File: src/scm_pkg.sv
// constants, codes and state type of the serial code memory programmer
package scm_pkg;
  // clock and link timing, figures in ns
  localparam int unsigned CLK_PERIOD_NS = 25;
  localparam int unsigned SCLK_HALF_NS = 100; // least half period of the serial clock
  localparam int unsigned PROG_HOLD_NS = 1000000; // program_hold_time, plain default
  localparam int unsigned DISCHARGE_NS = 100000; // discharge_time, plain default
  localparam int unsigned TURN_NS = 100; // read_turnaround_delay, plain default
  // least times rounded up to whole cycles
  localparam int unsigned SCLK_HALF_CYC = (SCLK_HALF_NS + CLK_PERIOD_NS - 1) / CLK_PERIOD_NS;
  localparam int unsigned PROG_HOLD_CYC = (PROG_HOLD_NS + CLK_PERIOD_NS - 1) / CLK_PERIOD_NS;
  localparam int unsigned DISCHARGE_CYC = (DISCHARGE_NS + CLK_PERIOD_NS - 1) / CLK_PERIOD_NS;
  localparam int unsigned TURN_CYC = (TURN_NS + CLK_PERIOD_NS - 1) / CLK_PERIOD_NS;
  localparam int TMR_W = 24;
  // serial frame: 4 command bits then 16 payload bits, lsb first
  localparam int FRAME_BITS = 20;
  localparam logic [4:0] HOLD_BIT = 5'h03; // 4th clock of the frame
  localparam logic [4:0] TURN_BIT = 5'h0b; // 8th clock of the operand
  localparam logic [4:0] RX_FIRST = 5'h0c; // first clock of the read byte
  localparam logic [4:0] LAST_BIT = 5'h13;
  // 4-bit command codes
  localparam logic [3:0] CMD_CORE = 4'h0;
  localparam logic [3:0] CMD_RD_INC = 4'h9;
  localparam logic [3:0] CMD_WR_INC2 = 4'hd;
  localparam logic [3:0] CMD_WR_START = 4'hf;
  // core instruction fields recognised for the shadow state
  localparam logic [7:0] OP_MOVLW = 8'h0e;
  localparam logic [7:0] OP_MOVWF = 8'h6e;
  localparam logic [7:0] PTR_UPPER_ADDR = 8'hf8;
  localparam logic [7:0] PTR_HIGH_ADDR = 8'hf7;
  localparam logic [7:0] PTR_LOW_ADDR = 8'hf6;
  localparam logic [7:0] CTL_REG_ADDR = 8'ha6;
  localparam logic [3:0] OP_BSF = 4'h8;
  localparam logic [3:0] OP_BCF = 4'h9;
  // memory_control_reg bit positions
  localparam logic [2:0] PROG_SEL_POS = 3'h7;
  localparam logic [2:0] CFG_SEL_POS = 3'h6;
  localparam logic [2:0] ERASE_SEL_POS = 3'h4;
  localparam logic [2:0] WRITE_ENABLE_BIT_POS = 3'h2;
  localparam logic [2:0] WR_POS = 3'h1;
  // table pointer and buffer region
  localparam int PTR_W = 22;
  localparam int WBUF_LOG2 = 6; // largest write buffer, 64 bytes
  localparam logic [PTR_W-1:0] PTR_STEP_WR = 22'h000002;
  localparam logic [PTR_W-1:0] PTR_STEP_RD = 22'h000001;
  // register map of the controller
  localparam int ADDR_W = 8;
  localparam logic [ADDR_W-1:0] ADDR_CTRL = 8'h00;
  localparam logic [ADDR_W-1:0] ADDR_PAYLOAD = 8'h04;
  localparam logic [ADDR_W-1:0] ADDR_STATUS = 8'h08;
  localparam logic [ADDR_W-1:0] ADDR_RDATA = 8'h0c;
  localparam logic [ADDR_W-1:0] ADDR_PTR = 8'h10;
  localparam int CTRL_HOLD_POS = 4;
  localparam int STAT_REGION_POS = 1;
  localparam int STAT_NOEN_POS = 2;
  localparam logic [1:0] RESP_OKAY = 2'h0;
  localparam logic [1:0] RESP_SLVERR = 2'h2;
  // serial engine states
  typedef enum logic [2:0] {
    ST_IDLE = 3'h0,
    ST_HIGH = 3'h1,
    ST_LOW = 3'h2,
    ST_HOLD_HI = 3'h3,
    ST_HOLD_LO = 3'h4,
    ST_TURN = 3'h5
  } scm_state_e;
endpackage : scm_pkg

File: src/scm_prog_host.sv
// programmer that drives the serial code memory port, ordered over axi4-lite
// Operation
// RULE1 - device programs buffer region holding pointer
// RULE2 - after 1111, nop with 4th clock held high
// RULE3 - clock low ends programming, hold low discharge
// RULE4 - keep pointer in one region until programming
// RULE5 - write buffer 8 to 64, erase 64 bytes
// RULE6 - modify: read block, erase, rewrite whole block
// RULE7 - set write-enable before write-start, clear after
// RULE8 - block erase sequence ends with timed nop
// RULE9 - 1101 writes two bytes, pointer plus two
// RULE10 - 1111 writes two bytes, starts programming
// RULE11 - repeat load and program across erased block
// RULE12 - id bytes program like code, always readable
// RULE13 - id write loads first 8 bytes, erase first
// RULE14 - boot region uses normal code sequence
// RULE15 - config bytes: one byte per 1111
// RULE16 - load pointer explicitly for each config byte
// RULE17 - 1001 reads one byte, pointer plus one
// RULE18 - command lsb first, byte out lsb first
// RULE19 - clock low for turnaround after 8th operand clock
// RULE20 - table reads cover the whole address space
// RULE21 - pointer wraps at code end, reload id base; the shadow table_pointer steps on past code end and wraps only at 22 bits
// RULE22 - verify two bytes per program word
// RULE23 - 0000 executes payload as core instruction
// RULE24 - control bit positions for code memory access
// RULE25 - device ignores write-start without write-enable
// RULE26 - data taken on falling clock edge
module scm_prog_host
  import scm_pkg::*;
#(
  parameter int unsigned PROG_HOLD_CYCLES = PROG_HOLD_CYC // shorten in simulation
) (
  input wire logic aclk,
  input wire logic aresetn,
  input wire logic [ADDR_W-1:0] s_axi_awaddr,
  input wire logic s_axi_awvalid,
  output logic s_axi_awready,
  input wire logic [31:0] s_axi_wdata,
  input wire logic [3:0] s_axi_wstrb,
  input wire logic s_axi_wvalid,
  output logic s_axi_wready,
  output logic [1:0] s_axi_bresp,
  output logic s_axi_bvalid,
  input wire logic s_axi_bready,
  input wire logic [ADDR_W-1:0] s_axi_araddr,
  input wire logic s_axi_arvalid,
  output logic s_axi_arready,
  output logic [31:0] s_axi_rdata,
  output logic [1:0] s_axi_rresp,
  output logic s_axi_rvalid,
  input wire logic s_axi_rready,
  output logic prog_serial_clock,
  input wire logic prog_serial_io_i,
  output logic prog_serial_io_o,
  output logic prog_serial_io_oe
);

  // matches a bit set or clear on memory_control_reg
  function automatic logic ctl_bit_op(input logic [15:0] pl, input logic [3:0] opc,
                                      input logic [2:0] pos);
    ctl_bit_op = (pl[15:12] == opc) && (pl[11:9] == pos) && (pl[8] == 1'b0)
                 && (pl[7:0] == CTL_REG_ADDR);
  endfunction : ctl_bit_op

  // timer reloads, narrowed to the timer width
  localparam logic [TMR_W-1:0] HALF_LD = TMR_W'(SCLK_HALF_CYC - 1);
  localparam logic [TMR_W-1:0] HOLD_LD = TMR_W'(PROG_HOLD_CYCLES - 1);
  localparam logic [TMR_W-1:0] DIS_LD = TMR_W'(DISCHARGE_CYC - 1);
  localparam logic [TMR_W-1:0] TURN_LD = TMR_W'(TURN_CYC - 1);

  // bus side storage
  logic [ADDR_W-1:0] aw_addr; // held write address
  logic aw_held; // write address taken
  logic [31:0] w_data; // held write data
  logic [3:0] w_strb; // held byte enables
  logic w_held; // write data taken
  logic [3:0] ctrl_cmd; // command code of the frame last started
  logic ctrl_hold; // hold the 4th clock for programming
  logic [15:0] payload; // payload of the next frame
  // serial engine
  scm_state_e state; // engine state
  scm_state_e next_state;
  logic [TMR_W-1:0] timer; // cycles left in the phase
  logic [4:0] bit_idx; // clock number within the frame
  logic [FRAME_BITS-1:0] tx; // outgoing frame, command then payload
  logic is_read; // frame is a table read
  logic hold_mode; // frame carries the programming hold
  logic [7:0] rx; // incoming read byte
  logic io_meta; // first synchroniser stage
  logic io_sync; // synchronised data line
  // shadow of device state
  logic [7:0] w_shadow; // last literal loaded
  logic [PTR_W-1:0] table_pointer; // shadow table pointer
  logic write_enable_bit; // shadow write enable
  logic [PTR_W-1-WBUF_LOG2:0] region; // region of the loaded buffer
  logic region_valid; // buffer holds data
  logic region_err; // sticky: pointer left the region
  logic wr_no_en; // sticky: write-start without enable

  // write channel decode
  wire wr_fire = aw_held && w_held && !s_axi_bvalid;
  wire busy = (state != ST_IDLE);
  wire wr_ctrl = wr_fire && (aw_addr == ADDR_CTRL);
  wire wr_payload = wr_fire && (aw_addr == ADDR_PAYLOAD);
  wire wr_status = wr_fire && (aw_addr == ADDR_STATUS);
  wire wr_mapped = wr_ctrl || wr_payload || wr_status;
  wire start = wr_ctrl && !busy && w_strb[0];
  wire [31:0] wmask = {{8{w_strb[3]}}, {8{w_strb[2]}}, {8{w_strb[1]}}, {8{w_strb[0]}}};
  wire [31:0] pay_merge = ({16'h0000, payload} & ~wmask) | (w_data & wmask);
  wire [1:0] wr_resp = (wr_mapped && !(wr_ctrl && busy)) ? RESP_OKAY : RESP_SLVERR;

  // write address and data channels, taken in either order
  always_ff @(posedge aclk) begin
    if (!aresetn) begin
      aw_held <= 1'b0;
      s_axi_awready <= 1'b1;
      aw_addr <= '0;
    end else if (s_axi_awvalid && s_axi_awready) begin
      aw_held <= 1'b1;
      s_axi_awready <= 1'b0;
      aw_addr <= s_axi_awaddr;
    end else if (s_axi_bvalid && s_axi_bready) begin
      aw_held <= 1'b0;
      s_axi_awready <= 1'b1;
    end
  end

  always_ff @(posedge aclk) begin
    if (!aresetn) begin
      w_held <= 1'b0;
      s_axi_wready <= 1'b1;
      w_data <= '0;
      w_strb <= '0;
    end else if (s_axi_wvalid && s_axi_wready) begin
      w_held <= 1'b1;
      s_axi_wready <= 1'b0;
      w_data <= s_axi_wdata;
      w_strb <= s_axi_wstrb;
    end else if (s_axi_bvalid && s_axi_bready) begin
      w_held <= 1'b0;
      s_axi_wready <= 1'b1;
    end
  end

  // write response once both halves are held
  always_ff @(posedge aclk) begin
    if (!aresetn) begin
      s_axi_bvalid <= 1'b0;
      s_axi_bresp <= RESP_OKAY;
    end else if (wr_fire) begin
      s_axi_bvalid <= 1'b1;
      s_axi_bresp <= wr_resp;
    end else if (s_axi_bready) begin
      s_axi_bvalid <= 1'b0;
    end
  end

  // command and payload registers
  always_ff @(posedge aclk) begin
    if (!aresetn) begin
      payload <= '0;
      ctrl_cmd <= CMD_CORE;
      ctrl_hold <= 1'b0;
    end else begin
      if (wr_payload) begin
        payload <= pay_merge[15:0];
      end
      if (start) begin
        ctrl_cmd <= w_data[3:0];
        ctrl_hold <= w_data[CTRL_HOLD_POS];
      end
    end
  end

  // read channel: mux of control, payload, status, read byte and shadow pointer
  wire rd_ok = (s_axi_araddr == ADDR_CTRL) || (s_axi_araddr == ADDR_PAYLOAD)
               || (s_axi_araddr == ADDR_STATUS) || (s_axi_araddr == ADDR_RDATA)
               || (s_axi_araddr == ADDR_PTR);
  wire [31:0] status_word = {28'h0000000, write_enable_bit, wr_no_en, region_err, busy};
  wire [31:0] rd_mux =
    (s_axi_araddr == ADDR_CTRL) ? {27'h0000000, ctrl_hold, ctrl_cmd} :
    (s_axi_araddr == ADDR_PAYLOAD) ? {16'h0000, payload} :
    (s_axi_araddr == ADDR_STATUS) ? status_word :
    (s_axi_araddr == ADDR_RDATA) ? {24'h000000, rx} :
    (s_axi_araddr == ADDR_PTR) ? {10'h000, table_pointer} : 32'h00000000;

  always_ff @(posedge aclk) begin
    if (!aresetn) begin
      s_axi_arready <= 1'b1;
      s_axi_rvalid <= 1'b0;
      s_axi_rdata <= '0;
      s_axi_rresp <= RESP_OKAY;
    end else if (s_axi_arvalid && s_axi_arready) begin
      s_axi_arready <= 1'b0;
      s_axi_rvalid <= 1'b1;
      s_axi_rdata <= rd_mux;
      s_axi_rresp <= rd_ok ? RESP_OKAY : RESP_SLVERR;
    end else if (s_axi_rvalid && s_axi_rready) begin
      s_axi_arready <= 1'b1;
      s_axi_rvalid <= 1'b0;
    end
  end

  // engine decode
  wire tmr_done = (timer == '0);
  wire hold_here = hold_mode && (bit_idx == HOLD_BIT); // RULE2
  wire turn_here = is_read && (bit_idx == TURN_BIT); // RULE19
  wire last_bit = (bit_idx == LAST_BIT);
  wire falling = (state == ST_HIGH) && tmr_done && !hold_here;
  wire adv = ((state == ST_LOW) || (state == ST_HOLD_LO)) && tmr_done && !last_bit;
  wire [4:0] next_idx = start ? 5'h00 : (adv ? bit_idx + 5'h01 : bit_idx);
  wire next_clk_high = (next_state == ST_HIGH) || (next_state == ST_HOLD_HI);
  wire next_rx = is_read && (next_state != ST_IDLE)
                 && ((next_state == ST_TURN) || (next_idx >= RX_FIRST)); // RULE19
  wire next_io = start ? w_data[0] : ((next_idx <= LAST_BIT) ? tx[next_idx] : 1'b0); // RULE18
  wire [TMR_W-1:0] tmr_load =
    (next_state == ST_HOLD_HI) ? HOLD_LD :
    (next_state == ST_HOLD_LO) ? DIS_LD :
    (next_state == ST_TURN) ? TURN_LD : HALF_LD;

  // next engine state
  always_comb begin
    next_state = state;
    case (state)
      ST_IDLE: begin
        if (start) next_state = ST_HIGH;
      end
      ST_HIGH: begin
        if (tmr_done) next_state = hold_here ? ST_HOLD_HI : ST_LOW; // RULE2
      end
      ST_HOLD_HI: begin
        if (tmr_done) next_state = ST_HOLD_LO; // RULE3
      end
      ST_HOLD_LO: begin
        if (tmr_done) next_state = ST_HIGH;
      end
      ST_LOW: begin
        if (tmr_done) begin
          if (last_bit) next_state = ST_IDLE;
          else if (turn_here) next_state = ST_TURN; // RULE19
          else next_state = ST_HIGH;
        end
      end
      ST_TURN: begin
        if (tmr_done) next_state = ST_HIGH;
      end
      default: next_state = ST_IDLE;
    endcase
  end

  // state, phase timer and clock counter
  always_ff @(posedge aclk) begin
    if (!aresetn) begin
      state <= ST_IDLE;
      timer <= '0;
      bit_idx <= '0;
    end else begin
      state <= next_state;
      timer <= (next_state != state) ? tmr_load : (tmr_done ? timer : timer - 1'b1);
      bit_idx <= next_idx;
    end
  end

  // frame latched at start
  always_ff @(posedge aclk) begin
    if (!aresetn) begin
      tx <= '0;
      is_read <= 1'b0;
      hold_mode <= 1'b0;
    end else if (start) begin
      tx <= {payload, w_data[3:0]}; // RULE18
      is_read <= (w_data[3:0] == CMD_RD_INC);
      hold_mode <= w_data[CTRL_HOLD_POS]; // RULE2 RULE8
    end
  end

  // pin drive: data changes with the rising clock, released while reading
  always_ff @(posedge aclk) begin
    if (!aresetn) begin
      prog_serial_clock <= 1'b0;
      prog_serial_io_o <= 1'b0;
      prog_serial_io_oe <= 1'b1;
    end else begin
      prog_serial_clock <= next_clk_high; // RULE3
      prog_serial_io_o <= next_rx ? 1'b0 : next_io;
      prog_serial_io_oe <= !next_rx; // RULE19
    end
  end

  // data line synchroniser and read shift, lsb first at the falling edge
  always_ff @(posedge aclk) begin
    if (!aresetn) begin
      io_meta <= 1'b0;
      io_sync <= 1'b0;
      rx <= '0;
    end else begin
      io_meta <= prog_serial_io_i;
      io_sync <= io_meta;
      if (falling && is_read && (bit_idx >= RX_FIRST)) rx <= {io_sync, rx[7:1]}; // RULE26
    end
  end

  // shadow decode of the frame being started
  wire core_op = start && (w_data[3:0] == CMD_CORE); // RULE23
  wire movwf_op = core_op && (payload[15:8] == OP_MOVWF);
  wire set_write_enable_bit = core_op && ctl_bit_op(payload, OP_BSF, WRITE_ENABLE_BIT_POS);
  wire clr_write_enable_bit = core_op && ctl_bit_op(payload, OP_BCF, WRITE_ENABLE_BIT_POS);
  wire set_wr = core_op && ctl_bit_op(payload, OP_BSF, WR_POS);
  wire ld_buf = start && (w_data[3:0] == CMD_WR_INC2);
  wire go_prog = start && (w_data[3:0] == CMD_WR_START);
  wire rd_op = start && (w_data[3:0] == CMD_RD_INC);
  wire [PTR_W-1-WBUF_LOG2:0] cur_region = table_pointer[PTR_W-1:WBUF_LOG2];
  wire region_miss = (ld_buf || go_prog) && region_valid && (cur_region != region); // RULE4
  wire clr_region = wr_status && w_strb[0] && w_data[STAT_REGION_POS];
  wire clr_noen = wr_status && w_strb[0] && w_data[STAT_NOEN_POS];

  // shadow table pointer, loaded by core instructions and stepped by table ops
  always_ff @(posedge aclk) begin
    if (!aresetn) begin
      w_shadow <= '0;
      table_pointer <= '0;
    end else begin
      if (core_op && (payload[15:8] == OP_MOVLW)) w_shadow <= payload[7:0];
      if (movwf_op && (payload[7:0] == PTR_UPPER_ADDR)) table_pointer[21:16] <= w_shadow[5:0];
      if (movwf_op && (payload[7:0] == PTR_HIGH_ADDR)) table_pointer[15:8] <= w_shadow; // RULE21
      if (movwf_op && (payload[7:0] == PTR_LOW_ADDR)) table_pointer[7:0] <= w_shadow; // RULE16
      if (ld_buf) table_pointer <= table_pointer + PTR_STEP_WR; // RULE11
      if (rd_op) table_pointer <= table_pointer + PTR_STEP_RD; // RULE22
    end
  end

  // write-enable shadow, buffer region tracking and sticky flags, set wins
  always_ff @(posedge aclk) begin
    if (!aresetn) begin
      write_enable_bit <= 1'b0;
      region <= '0;
      region_valid <= 1'b0;
      region_err <= 1'b0;
      wr_no_en <= 1'b0;
    end else begin
      if (set_write_enable_bit) write_enable_bit <= 1'b1; // RULE7
      else if (clr_write_enable_bit) write_enable_bit <= 1'b0;
      if (ld_buf) region <= cur_region; // RULE6 RULE13 RULE14
      if (ld_buf) region_valid <= 1'b1;
      else if (go_prog) region_valid <= 1'b0;
      if (region_miss) region_err <= 1'b1; // RULE4
      else if (clr_region) region_err <= 1'b0;
      if (set_wr && !write_enable_bit) wr_no_en <= 1'b1; // RULE7
      else if (clr_noen) wr_no_en <= 1'b0;
    end
  end
endmodule : scm_prog_host

File: config.mk
export PLATFORM = sky130hd
export DESIGN_NAME = scm_prog_host
export DESIGN_NICKNAME = d
export VERILOG_FILES = /design/src/scm_pkg.sv /design/src/scm_prog_host.sv
export SDC_FILE = /design/constraint.sdc
export NUM_CORES = 1
export LEC_CHECK = 0
export BUFFER_PORTS_ARGS = -buffer_cell sky130_fd_sc_hd__buf_2
export CORE_MARGIN = 2
export CORE_UTILIZATION = 50
export CTS_BUF_LIST = sky130_fd_sc_hd__clkbuf_4 sky130_fd_sc_hd__clkbuf_8
export DETAILED_ROUTE_END_ITERATION = 12
export PLACE_DENSITY = 0.69
export SLEW_MARGIN = 30
export SYNTH_ARGS = -nofsm -noshare
export SYNTH_HDL_FRONTEND = slang
export SYNTH_SLANG_ARGS = --single-unit
File: constraint.sdc
create_clock -name aclk -period 7.5 [get_ports aclk]
set_input_delay 0.375 -clock aclk [delete_from_list [all_inputs] [get_ports aclk]]
set_output_delay 0.375 -clock aclk [all_outputs]
set_load 0.02 [all_outputs]
==> results.tsv <==
metric	value	unit
status	complete, but fails checks	
violations	design-rule violations	
grt_max_degree	92	
power.switching	863	uW
number_of_core_rows	49	
netlist_area	9260	um2
yosys_register_bits	190	
layout-drive-gt1-share	0.112	
synth_ff_type	dfxtp_1	
routed.top_layer	met4	
worst_hold_slack	0.0765	ns
cts_buffers	17	
chipHeight	140	um
finalSetupViolations	0	
floorplan.die_area	19600	um2
synth_async_sr_flop_share	0	
cp-end-kind	register	
initial_antenna_violation_count	0	
skew	0.0224	ns
floorplan.core_area	18100	um2
cts_max_path_buffers	2	
design.portCount	104	
ir_drop	0.176	mV
post-synth-top-area-fraction	0.411	
p_leak	3.87	nW
post_synth_main_area_contributors	dfxtp_1 41%, nand2_1 8.8%, a21oi_1 7.1%	
min_path_type	input port to register	
multiInputGateArea	5110	um2
vias	8356	
all_layer_gr_usage	0.249	
num_antenna_cells	0	
first_global_vias	7421	
met1Wirelength	11600	um
slew-limit-headroom	0.373	
timing.max_cap.violations	0	
ctsRootBufferMaster	clkbuf_8	
synth.yosys.seq_area_share	0.411	
p_seq_frac	0.478	
fin_ws	4.14	ns
synth_cell_type_count	65	
filler_cells_inserted	1760	
post_cts_hold_buffer_count	0	
post_cts_buffers	0	
cellPowerDensity	241	nW/um2
met3_routed_length	1620	um
cts_repair_resize_count	0	
per_cell_routed_wire_length	17.1	um
crit_path_max_fanout	12	
port_buffers	73	
route.met2.wl	11000	um
top_cell_types_by_occurrence_after_synthesis	218 x nand2_1, 190 x dfxtp_1, 132 x a21oi_1	
slew_violations	0	
timing.final.crit_period	3.36	ns
timing_worst_slew_pin_value	0.940	ns
p_clk_frac	0.298	
swShare	0.355	
die_w	140	um
pwr-share-comb	0.225	
crit_path_start_kind	register	
cts_max_level	4	
detail_route.iter0.violations	759	
drt_pass1_iterations	11	
clock-sinks	190	
clkLatencyLatePin	0.50	ns
worst_setup_hold_path_clk_slew	0.12	ns
drcViolationCount	5	
area.growth.synth_to_final	8.97	%
via_per_inst	5.83	
postRouteAntennaNets	0	
criticalPathCategory	register to register	
timing.critical_path.required	7.89	ns
detailedPlacementHpwl	16900	um
syn-mean-instance-area	7.93	um2
floorplan.initialDensity	0.512	
post_synth_edffs	0	
worstPathArrival	3.75	ns
grt_overflow_total	0	
dp_worst_setup_slack	4.14	ns
post-route-period-util	0.448	
netlist_instances	1168	
max_freq	298	MHz
tritoncts_clock_tree	built	
internal_power	1.57	mW
sequential_cell_area_in_the_final_layout	3800	um2
gp_routability_congestion	0.878	
synthMostInstantiatedCell	nand2_1	
grt_setup_unrepaired	false	
postRouteWirelength	24500	um
number_of_nets_in_the_finished_design	1257	
synth_top_area_cell	dfxtp_1	
wire_length_of_the_first_global_routing_pass	39400	um
yosys_warnings	0	
setup_tns	0	ns
report.final.hold_viol_count	0	
layer usage:
layer | vias up | GRT usage
li1 | 4116 | -
met1 | 3922 | 0.359
met2 | 297 | 0.386
met3 | 21 | 0.0424
met4 | 0 | 0.0707
met5 | - | 0
sequential cells by signal, indices dropped and copies added, names as in the netlist, 2 cells and up, named ones only:
| name | flops |
|---|---|
| aw_addr | 8 |
| bit_idx | 5 |
| ctrl_cmd | 3 |
| region | 16 |
| rx | 8 |
| s_axi_rdata | 22 |
| state | 3 |
| table_pointer | 22 |
| timer | 24 |
| tx | 17 |
| w_data | 16 |
| w_shadow | 8 |
| w_strb | 2 |
metrics by stage:
step	instance area [um2]	instances	utilization	total power, mW
detailed placement	9650	1402	0.533	1.73
floorplan	9300	1179	-	1.61
CTS	10100	1434	0.557	2.45
global placement	9640	1402	0.533	1.72
global route	10100	1434	0.558	2.56
finish	10100	1434	0.558	2.44
power by group through the flow:
stage	clock network, mW	logic, mW	registers, mW
floorplan	0	0.438	1.17
global placement	0	0.535	1.18
detailed placement	0	0.546	1.18
CTS	0.735	0.549	1.16
global route	0.772	0.614	1.17
finish	0.725	0.548	1.16
cell usage in the layout, fill, tap and decap left out, types with 15 or more instances in the layout:
cell	n
nand2_1	217
dfxtp_1	190
a21oi_1	132
nor2_1	113
buf_2	73
o21ai_0	55
mux2i_1	45
nor3_1	34
xor2_1	33
nand3_1	22
clkbuf_8	17
xnor2_1	15
cell type report:
type,instances,share of cell area
Tap cell,229,0.0284
Clock buffer,17,0.0232
Clock inverter,15,0.0201
Inverter,13,0.00508
Sequential cell,190,0.377
Timing Repair Buffer,78,0.0399
Multi-Input combinational cell,892,0.506
path summary, 6_finish.rpt:
kind	start	end	slack, ns	depth (start not counted)
worst max register to register	timer[0]	prog_serial_io_o	4.14	11
worst min register to register	tx[7]	tx[7]	0.45	2
worst min-delay path	prog_serial_io_i	io_meta	0.08	2
worst max-delay path	timer[0]	prog_serial_io_o	4.14	11
critical path, cell delays in order, from the launching register on:
cell and delay, ns:
dfxtp_1 0.33, inv_1 0.08, ha_1 0.20, nor3b_1 0.33, nand3_1 0.33, nor2_1 0.53
buf_4 0.28, a21o_1 0.13, nand3_1 0.21, a221oi_1 0.38, o221ai_1 0.17, a211oi_1 0.27
cell families after synthesis:
logic type      Yosys count  synth area share
compound gates          267             0.169
xor+xnor                 48            0.0454
fa+ha+maj                 5           0.00675
buf+inv                  97            0.0444
flops                   190             0.411
mux                      51            0.0584
other cells               1          0.000405
simple gates            509             0.265
(Power assumes the default switching activity.)
